===== src/rtl/mcc_pkg.sv =====
package mcc_pkg;

    // ======================================================================
    // register map (printed offsets are indices; byte address is index * 4)
    // ======================================================================
    localparam logic [7:0] IDX_CLOCK_CONTROL_STATUS = 8'h2C;
    localparam logic [7:0] IDX_BEEP_CONTROL = 8'h2D;
    localparam int IDX_SHIFT = 2;
    localparam int BUS_DATA_W = 32;
    localparam int REG_W = 8;

    // ======================================================================
    // clock_control_status_reg fields
    // ======================================================================
    localparam int BIT_CLOCK_OUT_ENABLE = 7;
    localparam int BIT_PRESCALE_HI = 6;
    localparam int BIT_PRESCALE_LO = 5;
    localparam int BIT_SLOW_SELECT = 4;
    localparam int BIT_TIME_BASE_HI = 3;
    localparam int BIT_TIME_BASE_LO = 2;
    localparam int BIT_TICK_IRQ_ENABLE = 1;
    localparam int BIT_TICK_IRQ_FLAG = 0;
    localparam int BEEP_SEL_W = 2;

    // ======================================================================
    // reset values
    // ======================================================================
    localparam logic [7:0] CLOCK_CONTROL_STATUS_RESET = 8'h00;
    localparam logic [7:0] BEEP_CONTROL_RESET = 8'h00;

    // ======================================================================
    // time-base dividers of osc_clock, per time_base_sel code
    // ======================================================================
    localparam int TB_DIV_0 = 16000;
    localparam int TB_DIV_1 = 32000;
    localparam int TB_DIV_2 = 80000;
    localparam int TB_DIV_3 = 200000;

    // ======================================================================
    // beep tones, defined at the reference oscillator rate
    // ======================================================================
    localparam int BEEP_REF_OSC_HZ = 8000000;
    localparam int BEEP_HZ_1 = 2000;
    localparam int BEEP_HZ_2 = 1000;
    localparam int BEEP_HZ_3 = 500;
    localparam int BEEP_HALF_1 = BEEP_REF_OSC_HZ / (2 * BEEP_HZ_1);
    localparam int BEEP_HALF_2 = BEEP_REF_OSC_HZ / (2 * BEEP_HZ_2);
    localparam int BEEP_HALF_3 = BEEP_REF_OSC_HZ / (2 * BEEP_HZ_3);

    // ======================================================================
    // power modes and bus responses
    // ======================================================================
    typedef enum logic [1:0] {
        PM_RUN = 2'b00,
        PM_ACTIVE_HALT = 2'b01,
        PM_HALT = 2'b10
    } pmode_t;

    localparam logic [1:0] RESP_OKAY = 2'b00;
    localparam logic [1:0] RESP_SLVERR = 2'b10;

endpackage


===== src/rtl/tick_if.sv =====
`timescale 1ns/1ps
// time-base request from the controller and tick back from the generator
interface tick_if;
    logic [1:0] tb_sel;
    logic run;
    logic tick;

    modport ctl (output tb_sel, output run, input tick);
    modport gen (input tb_sel, input run, output tick);
endinterface


===== src/rtl/tick_gen.sv =====
`timescale 1ns/1ps
module tick_gen #(
    parameter int TB_DIV_0 = mcc_pkg::TB_DIV_0,
    parameter int TB_DIV_1 = mcc_pkg::TB_DIV_1,
    parameter int TB_DIV_2 = mcc_pkg::TB_DIV_2,
    parameter int TB_DIV_3 = mcc_pkg::TB_DIV_3
) (
    // clock and reset
    input wire logic clk_in,
    input wire logic rst_n_in,
    // controller side
    tick_if.gen tk
);

    localparam int CNT_W = $clog2(TB_DIV_3 + 1);

    typedef struct packed {
        logic [CNT_W-1:0] cnt;
        logic [1:0] act_sel;
        logic tick;
    } tick_state_t;

    tick_state_t st_ff;
    tick_state_t nxt_st;

    // last count of the period for a time-base code
    function automatic logic [CNT_W-1:0] period_last(input logic [1:0] sel);
        logic [CNT_W-1:0] res;
        res = CNT_W'(TB_DIV_0 - 1);
        unique case (sel)
            2'b00: res = CNT_W'(TB_DIV_0 - 1);
            2'b01: res = CNT_W'(TB_DIV_1 - 1);
            2'b10: res = CNT_W'(TB_DIV_2 - 1);
            2'b11: res = CNT_W'(TB_DIV_3 - 1);
        endcase
        return res;
    endfunction

    assign tk.tick = st_ff.tick;

    // counter advances on every osc_clock edge except in full halt
    always_comb begin
        nxt_st = st_ff;
        nxt_st.tick = 1'b0;
        if (tk.run) begin
            if (st_ff.cnt >= period_last(st_ff.act_sel)) begin
                nxt_st.cnt = '0;
                nxt_st.tick = 1'b1;
                nxt_st.act_sel = tk.tb_sel;
            end else begin
                nxt_st.cnt = st_ff.cnt + CNT_W'(1);
            end
        end
    end

    // state register
    always_ff @(posedge clk_in) begin
        if (!rst_n_in) begin
            st_ff <= '0;
        end else begin
            st_ff <= nxt_st;
        end
    end

endmodule


===== src/rtl/main_clock_rtc_beeper.sv =====
`timescale 1ns/1ps
module main_clock_rtc_beeper #(
    parameter int ADDR_W = 12,
    parameter int TB_DIV_0 = mcc_pkg::TB_DIV_0,
    parameter int TB_DIV_1 = mcc_pkg::TB_DIV_1,
    parameter int TB_DIV_2 = mcc_pkg::TB_DIV_2,
    parameter int TB_DIV_3 = mcc_pkg::TB_DIV_3,
    parameter int BEEP_HALF_1 = mcc_pkg::BEEP_HALF_1,
    parameter int BEEP_HALF_2 = mcc_pkg::BEEP_HALF_2,
    parameter int BEEP_HALF_3 = mcc_pkg::BEEP_HALF_3
) (
    // clock and reset
    input wire logic clk_in,
    input wire logic rst_n_in,
    // axi4-lite write address and data
    input wire logic [ADDR_W-1:0] s_axi_awaddr_in,
    input wire logic s_axi_awvalid_in,
    output logic s_axi_awready_out,
    input wire logic [31:0] s_axi_wdata_in,
    input wire logic [3:0] s_axi_wstrb_in,
    input wire logic s_axi_wvalid_in,
    output logic s_axi_wready_out,
    // axi4-lite write response
    output logic [1:0] s_axi_bresp_out,
    output logic s_axi_bvalid_out,
    input wire logic s_axi_bready_in,
    // axi4-lite read
    input wire logic [ADDR_W-1:0] s_axi_araddr_in,
    input wire logic s_axi_arvalid_in,
    output logic s_axi_arready_out,
    output logic [31:0] s_axi_rdata_out,
    output logic [1:0] s_axi_rresp_out,
    output logic s_axi_rvalid_out,
    input wire logic s_axi_rready_in,
    // cpu core
    input wire logic halt_instr_in,
    input wire logic irq_mask_in,
    input wire logic halt_wake_in,
    output logic cpu_clk_en_out,
    output logic tick_irq_out,
    output logic [1:0] power_mode_out,
    // pins
    output logic clock_out_pin_out,
    output logic clock_out_oe_out,
    output logic beep_pin_out,
    output logic beep_oe_out
);

    // ======================================================================
    // types and state
    // ======================================================================
    localparam int BEEP_W = $clog2(BEEP_HALF_3 + 1);
    localparam int DIV_W = 5;
    localparam int PAD_W = mcc_pkg::BUS_DATA_W - mcc_pkg::REG_W;

    typedef struct packed {
        mcc_pkg::pmode_t pm;
        logic [mcc_pkg::REG_W-1:0] ccs;
        logic [mcc_pkg::BEEP_SEL_W-1:0] beep_sel;
        logic aw_free;
        logic [ADDR_W-1:0] aw_addr;
        logic w_free;
        logic [mcc_pkg::REG_W-1:0] w_data;
        logic w_lane;
        logic bvalid;
        logic [1:0] bresp;
        logic ar_free;
        logic rvalid;
        logic [mcc_pkg::REG_W-1:0] rdata;
        logic [1:0] rresp;
        logic [DIV_W-1:0] div_cnt;
        logic cpu_en;
        logic clk_out;
        logic clk_oe;
        logic [BEEP_W-1:0] beep_cnt;
        logic beep;
        logic beep_oe;
        logic irq;
    } mcc_state_t;

    mcc_state_t st_ff;
    mcc_state_t nxt_st;

    tick_if tk ();

    // ======================================================================
    // functions
    // ======================================================================
    // byte address match for a register index
    function automatic logic reg_hit(input logic [ADDR_W-1:0] addr, input logic [7:0] idx);
        return addr == ADDR_W'({idx, {mcc_pkg::IDX_SHIFT{1'b0}}});
    endfunction

    // cpu clock ratio from slow_select and cpu_prescale_sel
    function automatic logic [DIV_W-1:0] cpu_ratio(input logic slow, input logic [1:0] pre);
        logic [DIV_W-1:0] res;
        res = DIV_W'(1);
        if (slow) begin
            res = DIV_W'(2) << pre;
        end
        return res;
    endfunction

    // half period of the beep tone; zero means off
    function automatic logic [BEEP_W-1:0] beep_half(input logic [1:0] sel);
        logic [BEEP_W-1:0] res;
        res = '0;
        unique case (sel)
            2'b00: res = '0;
            2'b01: res = BEEP_W'(BEEP_HALF_1);
            2'b10: res = BEEP_W'(BEEP_HALF_2);
            2'b11: res = BEEP_W'(BEEP_HALF_3);
        endcase
        return res;
    endfunction

    // ======================================================================
    // time-base generator
    // ======================================================================
    // counter stops only in full halt
    assign tk.run = (st_ff.pm != mcc_pkg::PM_HALT);
    assign tk.tb_sel = st_ff.ccs[mcc_pkg::BIT_TIME_BASE_HI:mcc_pkg::BIT_TIME_BASE_LO];

    tick_gen #(
        .TB_DIV_0(TB_DIV_0),
        .TB_DIV_1(TB_DIV_1),
        .TB_DIV_2(TB_DIV_2),
        .TB_DIV_3(TB_DIV_3)
    ) u_tick_gen (
        .clk_in(clk_in),
        .rst_n_in(rst_n_in),
        .tk(tk)
    );

    // ======================================================================
    // next-state logic
    // ======================================================================
    always_comb begin
        logic regs_live;
        logic rd_clear;
        logic tie;
        logic [DIV_W-1:0] ratio;
        logic [BEEP_W-1:0] half;
        regs_live = 1'b0;
        rd_clear = 1'b0;
        tie = 1'b0;
        ratio = '0;
        half = '0;
        nxt_st = st_ff;
        regs_live = (st_ff.pm == mcc_pkg::PM_RUN);
        tie = st_ff.ccs[mcc_pkg::BIT_TICK_IRQ_ENABLE];

        // write address and data are taken independently
        if (st_ff.aw_free && s_axi_awvalid_in) begin
            nxt_st.aw_free = 1'b0;
            nxt_st.aw_addr = s_axi_awaddr_in;
        end
        if (st_ff.w_free && s_axi_wvalid_in) begin
            nxt_st.w_free = 1'b0;
            nxt_st.w_data = s_axi_wdata_in[mcc_pkg::REG_W-1:0];
            nxt_st.w_lane = s_axi_wstrb_in[0];
        end

        // response retires before the next write is executed
        if (st_ff.bvalid && s_axi_bready_in) begin
            nxt_st.bvalid = 1'b0;
        end
        if (!st_ff.aw_free && !st_ff.w_free && !st_ff.bvalid) begin
            nxt_st.aw_free = 1'b1;
            nxt_st.w_free = 1'b1;
            nxt_st.bvalid = 1'b1;
            nxt_st.bresp = mcc_pkg::RESP_OKAY;
            if (reg_hit(st_ff.aw_addr, mcc_pkg::IDX_CLOCK_CONTROL_STATUS)) begin
                // flag bit is not writable
                if (st_ff.w_lane && regs_live) begin
                    nxt_st.ccs[mcc_pkg::REG_W-1:1] = st_ff.w_data[mcc_pkg::REG_W-1:1];
                end
            end else if (reg_hit(st_ff.aw_addr, mcc_pkg::IDX_BEEP_CONTROL)) begin
                // upper bits dropped, read as zero
                if (st_ff.w_lane && regs_live) begin
                    nxt_st.beep_sel = st_ff.w_data[mcc_pkg::BEEP_SEL_W-1:0];
                end
            end else begin
                nxt_st.bresp = mcc_pkg::RESP_SLVERR;
            end
        end

        // read path: data captured at address handshake
        if (st_ff.rvalid && s_axi_rready_in) begin
            nxt_st.rvalid = 1'b0;
            nxt_st.ar_free = 1'b1;
        end
        if (st_ff.ar_free && s_axi_arvalid_in) begin
            nxt_st.ar_free = 1'b0;
            nxt_st.rvalid = 1'b1;
            nxt_st.rresp = mcc_pkg::RESP_OKAY;
            nxt_st.rdata = '0;
            if (reg_hit(s_axi_araddr_in, mcc_pkg::IDX_CLOCK_CONTROL_STATUS)) begin
                nxt_st.rdata = st_ff.ccs;
                rd_clear = regs_live;
            end else if (reg_hit(s_axi_araddr_in, mcc_pkg::IDX_BEEP_CONTROL)) begin
                nxt_st.rdata[mcc_pkg::BEEP_SEL_W-1:0] = st_ff.beep_sel;
            end else begin
                nxt_st.rresp = mcc_pkg::RESP_SLVERR;
            end
        end

        // set by tick, cleared by read in run mode only, set wins
        nxt_st.ccs[mcc_pkg::BIT_TICK_IRQ_FLAG] =
            (st_ff.ccs[mcc_pkg::BIT_TICK_IRQ_FLAG] & ~rd_clear) | tk.tick;

        nxt_st.irq = nxt_st.ccs[mcc_pkg::BIT_TICK_IRQ_FLAG]
            & nxt_st.ccs[mcc_pkg::BIT_TICK_IRQ_ENABLE] & ~irq_mask_in;

        // power mode sequencing
        unique case (st_ff.pm)
            mcc_pkg::PM_RUN: begin
                if (halt_instr_in) begin
                    nxt_st.pm = tie ? mcc_pkg::PM_ACTIVE_HALT : mcc_pkg::PM_HALT;
                end
            end
            mcc_pkg::PM_ACTIVE_HALT: begin
                if ((st_ff.ccs[mcc_pkg::BIT_TICK_IRQ_FLAG] && tie) || halt_wake_in) begin
                    nxt_st.pm = mcc_pkg::PM_RUN;
                end
            end
            mcc_pkg::PM_HALT: begin
                if (halt_wake_in) begin
                    nxt_st.pm = mcc_pkg::PM_RUN;
                end
            end
            default: begin
                nxt_st.pm = mcc_pkg::PM_RUN;
            end
        endcase

        ratio = cpu_ratio(st_ff.ccs[mcc_pkg::BIT_SLOW_SELECT],
                          st_ff.ccs[mcc_pkg::BIT_PRESCALE_HI:mcc_pkg::BIT_PRESCALE_LO]);
        nxt_st.cpu_en = 1'b0;
        if (regs_live) begin
            if (st_ff.div_cnt >= ratio - DIV_W'(1)) begin
                nxt_st.div_cnt = '0;
                nxt_st.cpu_en = 1'b1;
            end else begin
                nxt_st.div_cnt = st_ff.div_cnt + DIV_W'(1);
            end
        end

        // clock out on pin when enabled, in run mode only
        nxt_st.clk_oe = st_ff.ccs[mcc_pkg::BIT_CLOCK_OUT_ENABLE];
        if (!regs_live || !st_ff.ccs[mcc_pkg::BIT_CLOCK_OUT_ENABLE]) begin
            nxt_st.clk_out = 1'b0;
        end else if (ratio == DIV_W'(1)) begin
            nxt_st.clk_out = ~st_ff.clk_out;
        end else begin
            nxt_st.clk_out = nxt_st.div_cnt < (ratio >> 1);
        end

        half = beep_half(st_ff.beep_sel);
        nxt_st.beep_oe = (half != '0);
        if (half == '0) begin
            nxt_st.beep = 1'b0;
            nxt_st.beep_cnt = '0;
        end else if (st_ff.pm != mcc_pkg::PM_HALT) begin
            if (st_ff.beep_cnt >= half - BEEP_W'(1)) begin
                nxt_st.beep_cnt = '0;
                nxt_st.beep = ~st_ff.beep;
            end else begin
                nxt_st.beep_cnt = st_ff.beep_cnt + BEEP_W'(1);
            end
        end
    end

    // ======================================================================
    // state register
    // ======================================================================
    always_ff @(posedge clk_in) begin
        if (!rst_n_in) begin
            st_ff <= '0;
            st_ff.ccs <= mcc_pkg::CLOCK_CONTROL_STATUS_RESET;
            st_ff.beep_sel <= mcc_pkg::BEEP_CONTROL_RESET[mcc_pkg::BEEP_SEL_W-1:0];
            st_ff.pm <= mcc_pkg::PM_RUN;
            st_ff.aw_free <= 1'b1;
            st_ff.w_free <= 1'b1;
            st_ff.ar_free <= 1'b1;
        end else begin
            st_ff <= nxt_st;
        end
    end

    // ======================================================================
    // outputs
    // ======================================================================
    // bus channels
    assign s_axi_awready_out = st_ff.aw_free;
    assign s_axi_wready_out = st_ff.w_free;
    assign s_axi_bresp_out = st_ff.bresp;
    assign s_axi_bvalid_out = st_ff.bvalid;
    assign s_axi_arready_out = st_ff.ar_free;
    assign s_axi_rdata_out = {{PAD_W{1'b0}}, st_ff.rdata};
    assign s_axi_rresp_out = st_ff.rresp;
    assign s_axi_rvalid_out = st_ff.rvalid;

    // core and pins
    assign cpu_clk_en_out = st_ff.cpu_en;
    assign tick_irq_out = st_ff.irq;
    assign power_mode_out = st_ff.pm;
    assign clock_out_pin_out = st_ff.clk_out;
    assign clock_out_oe_out = st_ff.clk_oe;
    assign beep_pin_out = st_ff.beep;
    assign beep_oe_out = st_ff.beep_oe;

endmodule


===== config.mk =====
export PLATFORM = sky130hd
export DESIGN_NAME = main_clock_rtc_beeper
export DESIGN_NICKNAME = d
export VERILOG_FILES = /design/src/rtl/mcc_pkg.sv /design/src/rtl/tick_if.sv /design/src/rtl/tick_gen.sv /design/src/rtl/main_clock_rtc_beeper.sv
export SDC_FILE = /design/constraint.sdc
export NUM_CORES = 1
export LEC_CHECK = 0
export ABC_AREA = 0
export ABC_CLOCK_PERIOD_IN_PS = 4800
export CORE_ASPECT_RATIO = 1.75
export CORE_MARGIN = 1.5
export CORE_UTILIZATION = 30
export CTS_BUF_LIST = sky130_fd_sc_hd__clkbuf_16
export DETAILED_ROUTE_END_ITERATION = 8
export DONT_BUFFER_PORTS = 1
export GPL_TIMING_DRIVEN = 0
export SYNTH_ARGS = -nofsm -noshare
export SYNTH_HDL_FRONTEND = slang
export SYNTH_HIERARCHICAL = 1
export SYNTH_SLANG_ARGS = --single-unit
export TNS_END_PERCENT = 5

===== constraint.sdc =====
create_clock -name clk_in -period 4.8 [get_ports clk_in]
set_input_delay 0.96 -clock clk_in [delete_from_list [all_inputs] [get_ports clk_in]]
set_output_delay 0.96 -clock clk_in [all_outputs]
set_load 0.005 [all_outputs]

==> impl_metrics.py <==
metrics = {
    "run_status": {
        "status": "completed",
    },
    "clock_network": {
        "insertion_delay_ns": 0.35,
        "cts_buffer_depth": 2,
        "cts_sinks": 93,
        "clockRootBuffer": "clkbuf_16",
        "postCtsHoldBufs": 0,
        "postCtsSetupBuffers": 0,
        "tritoncts": "built",
        "numCtsBuffers": 9,
        "post_cts_resize_count": 0,
        "path_clk_slew_ns": 0.07,
        "htree_levels": 3,
    },
    "global_route": {
        "grt_overflow": 0,
        "grt_max_degree": 18,
        "grt_use_total": 0.132,
        "grt_pass1_vias": 3649,
        "antenna_found_initial": 0,
        "grt_pass1_wl_um": 17500,
    },
    "timing": {
        "slew_viol_final": 0,
        "setup_viol": 0,
        "post-route-min-period_ns": 3.15,
        "tns_ns": 0,
        "rsz0062_at_grt": "no",
        "max_freq_mhz": 317,
        "max_slew_margin": 0.557,
        "period_share": 0.657,
        "skew_ns": 0.0118,
        "worstMarginPinSlew_ns": 0.662,
        "finalHoldViolCount": 0,
    },
    "placed_design": {
        "dp_hpwl_um": 8550,
        "gp_congestion": 0.822,
        "io_buffers": 0,
    },
    "setup_path": {
        "required_ns": 5.06,
        "path_cells": "buf_2 > nand2_1 > ha_1 > a21o_1 > a31oi_1 > o21ai_1 > o21ai_0 > a21o_1 > ha_1 > o21ai_0 > a21oi_1 > or4_1 > o32ai_1",
        "cp_max_fo": 9,
        "slowest_delay_ns": 0.48,
        "crit_buf_inv": 1,
        "start_kind": "flip-flop",
        "endpoint_kind": "flip-flop",
        "arrival_ns": 3.42,
        "critPathKind": "reg2reg",
        "cp_top_family": "compound AO/OA/AOI/OAI gates",
        "cp_slowest_cell": "o21ai_1",
    },
    "die": {
        "core_area_um2": 15900,
        "start_util": 0.305,
        "rows": 61,
        "chipWidth_um": 99.1,
        "die_area_um2": 17000,
        "ios": 119,
        "die_h_um": 171,
    },
    "yosys": {
        "synth-main-ff-cell": "dfxtp_1",
        "async_flop_share": 0,
        "synth_simple_gate_area_frac": 0.250,
        "synth_compound_area_frac": 0.124,
        "synth_area_um2": 4850,
        "synth-edff-count": 0,
        "syn_area_per_cell_um2": 8.69,
        "yosysUniqueCellTypes": 63,
        "post_synth_mux_area_share": 0.0310,
        "synth_top_family_by_area": "simple AND/OR/NAND/NOR gates",
        "synth_area_leaders": "dfxtp_1 (38%), ha_1 (7.5%), nand2_1 (6.3%), buf_4 (5.9%), nor2_1 (4.4%)",
        "ys_seq_area_frac": 0.384,
        "netlist_instances": 558,
        "synth_top_area_frac": 0.384,
        "synth_top_area_cell": "dfxtp_1",
        "synthAdderAreaFrac": 0.0748,
        "synth_xor_xnor_area_share": 0.0470,
        "synth-seq-cells": 93,
        "yosys_warnings": 6,
    },
    "routing": {
        "first_pass_iters": 4,
        "first_iter_violations": 97,
        "ant_nets": 0,
        "vias": 3771,
        "drc": 0,
        "drt-vias-per-instance": 4.79,
        "wire_per_inst_um": 13.6,
        "wirelength_um": 10700,
    },
    "power_and_ir_drop": {
        "finalPower_w": 0.00166,
        "leakage_nw": 2.21,
        "powerDensity_nw_per_um2": 303,
        "peakVddDrop_uv": 216,
    },
    "layout": {
        "final_core_util": 0.346,
        "layout-drive-gt1-share": 0.139,
        "area_delta_synth_final_pct": 13.1,
        "antenna_cells": 0,
        "nets": 693,
    },
    "hold_path": {
        "hold_class": "reg2reg",
    },
    "flow_run": {
        "max_cap_violations": 0,
    },
}
## stage by stage
stage          instance area (um^2)  std cells  hold slack (ns)  setup slack, ns
3_5_place_dp                   5180        772            0.446             1.67
3_3_place_gp                   5180        772            0.442             1.74
6_report                       5490        788            0.455             1.65
4_1_cts                        5490        788            0.456             1.65
2_1_floorplan                  4940        583            0.431             2.11
5_1_grt                        5490        788            0.476             1.31
## layout by cell type, fill, tap and decap left out, types with 3 or more instances in the layout
master / instances
mux2i_1: 15
o21ai_0: 12
a22oi_1: 6
nor2_1: 57
inv_6: 3
nor3_1: 17
nor4b_1: 3
nand2_1: 81
dfxtp_1: 93
a21oi_1: 42
inv_1: 15
buf_1: 3
and2_1: 9
xor2_1: 12
nand3b_1: 3
and3_1: 3
conb_1: 27
o211ai_1: 3
and4_1: 4
clkbuf_1: 7
ha_1: 29
or2_2: 4
nor4_1: 3
buf_4: 38
nand2b_1: 4
a21o_1: 4
nand4_1: 10
clkbuf_16: 9
nand3_1: 13
xnor2_1: 14
## final cells by class
cell class,count,area [um^2]
fillers,1669,10400
multi-input cells,421,2660
flip-flops and latches,93,1860
plain buffers,51,350
well taps,189,236
clock buffers,9,225
clock inverters,7,81.3
inverters,18,72.6
## registers in the layout, summed over array words and instances (netlist names), 2 cells and up
signal	cells
s_axi_rdata_out	8
power_mode_out	2
st_ff	48
u_tick_gen/st_ff	20
## tightest hold or removal path, cell delays in order, from the launching register on
cell and delay, ns:
dfxtp_1 0.31, nand2_1 0.05, a21oi_1 0.05
## kinds of logic after synthesis
| logic type | after synthesis |
|---|---|
| AOI/OAI and AO/OA | 90 |
| muxes | 15 |
| DFF | 93 |
| buffers and inverters | 69 |
| other | 2 |
| xor gates and xnor gates | 26 |
| and+or+nand+nor | 234 |
| adders and majority gates | 29 |
## final timing paths
path	depth (start not counted)	endpoint	from	slack [ns]
worst min register to register	2	st_ff[59]	st_ff[59]	0.46
worst max register to register	13	clock_out_pin_out	st_ff[68]	1.65
worst max-delay path	13	clock_out_pin_out	st_ff[68]	1.65
worst min-delay path	2	st_ff[59]	st_ff[59]	0.46
## report_power, final
part / internal [W] / switching (W)
Combinational: 0.0000458 / 0.0000613
Sequential: 0.000791 / 0.0000167
Clock: 0.000413 / 0.000332
Total: 0.00125 / 0.000410
## per-layer routing
| layer | share of wire | global-route usage | wire (um) |
|---|---|---|---|
| met1 | 0.37 | 0.123 | 3990 |
| met5 | 0 | 0 | 0 |
| met2 | 0.56 | 0.263 | 6030 |
| met3 | 0.039 | 0.0297 | 417 |
| met4 | 0.028 | 0.0686 | 297 |
## synthesized netlist by cell type, types with 6 or more instances
master    instances
dfxtp_1          93
nand2_1          81
nor2_1           57
a21oi_1          42
buf_4            38
ha_1             29
nor3_1           17
inv_1            15
mux2i_1          15
xnor2_1          14
nand3_1          13
o21ai_0          12
xor2_1           12
nand4_1          10
and2_1            9
clkbuf_1          7
a22oi_1           6
Power figures use the tool's default switching activity.
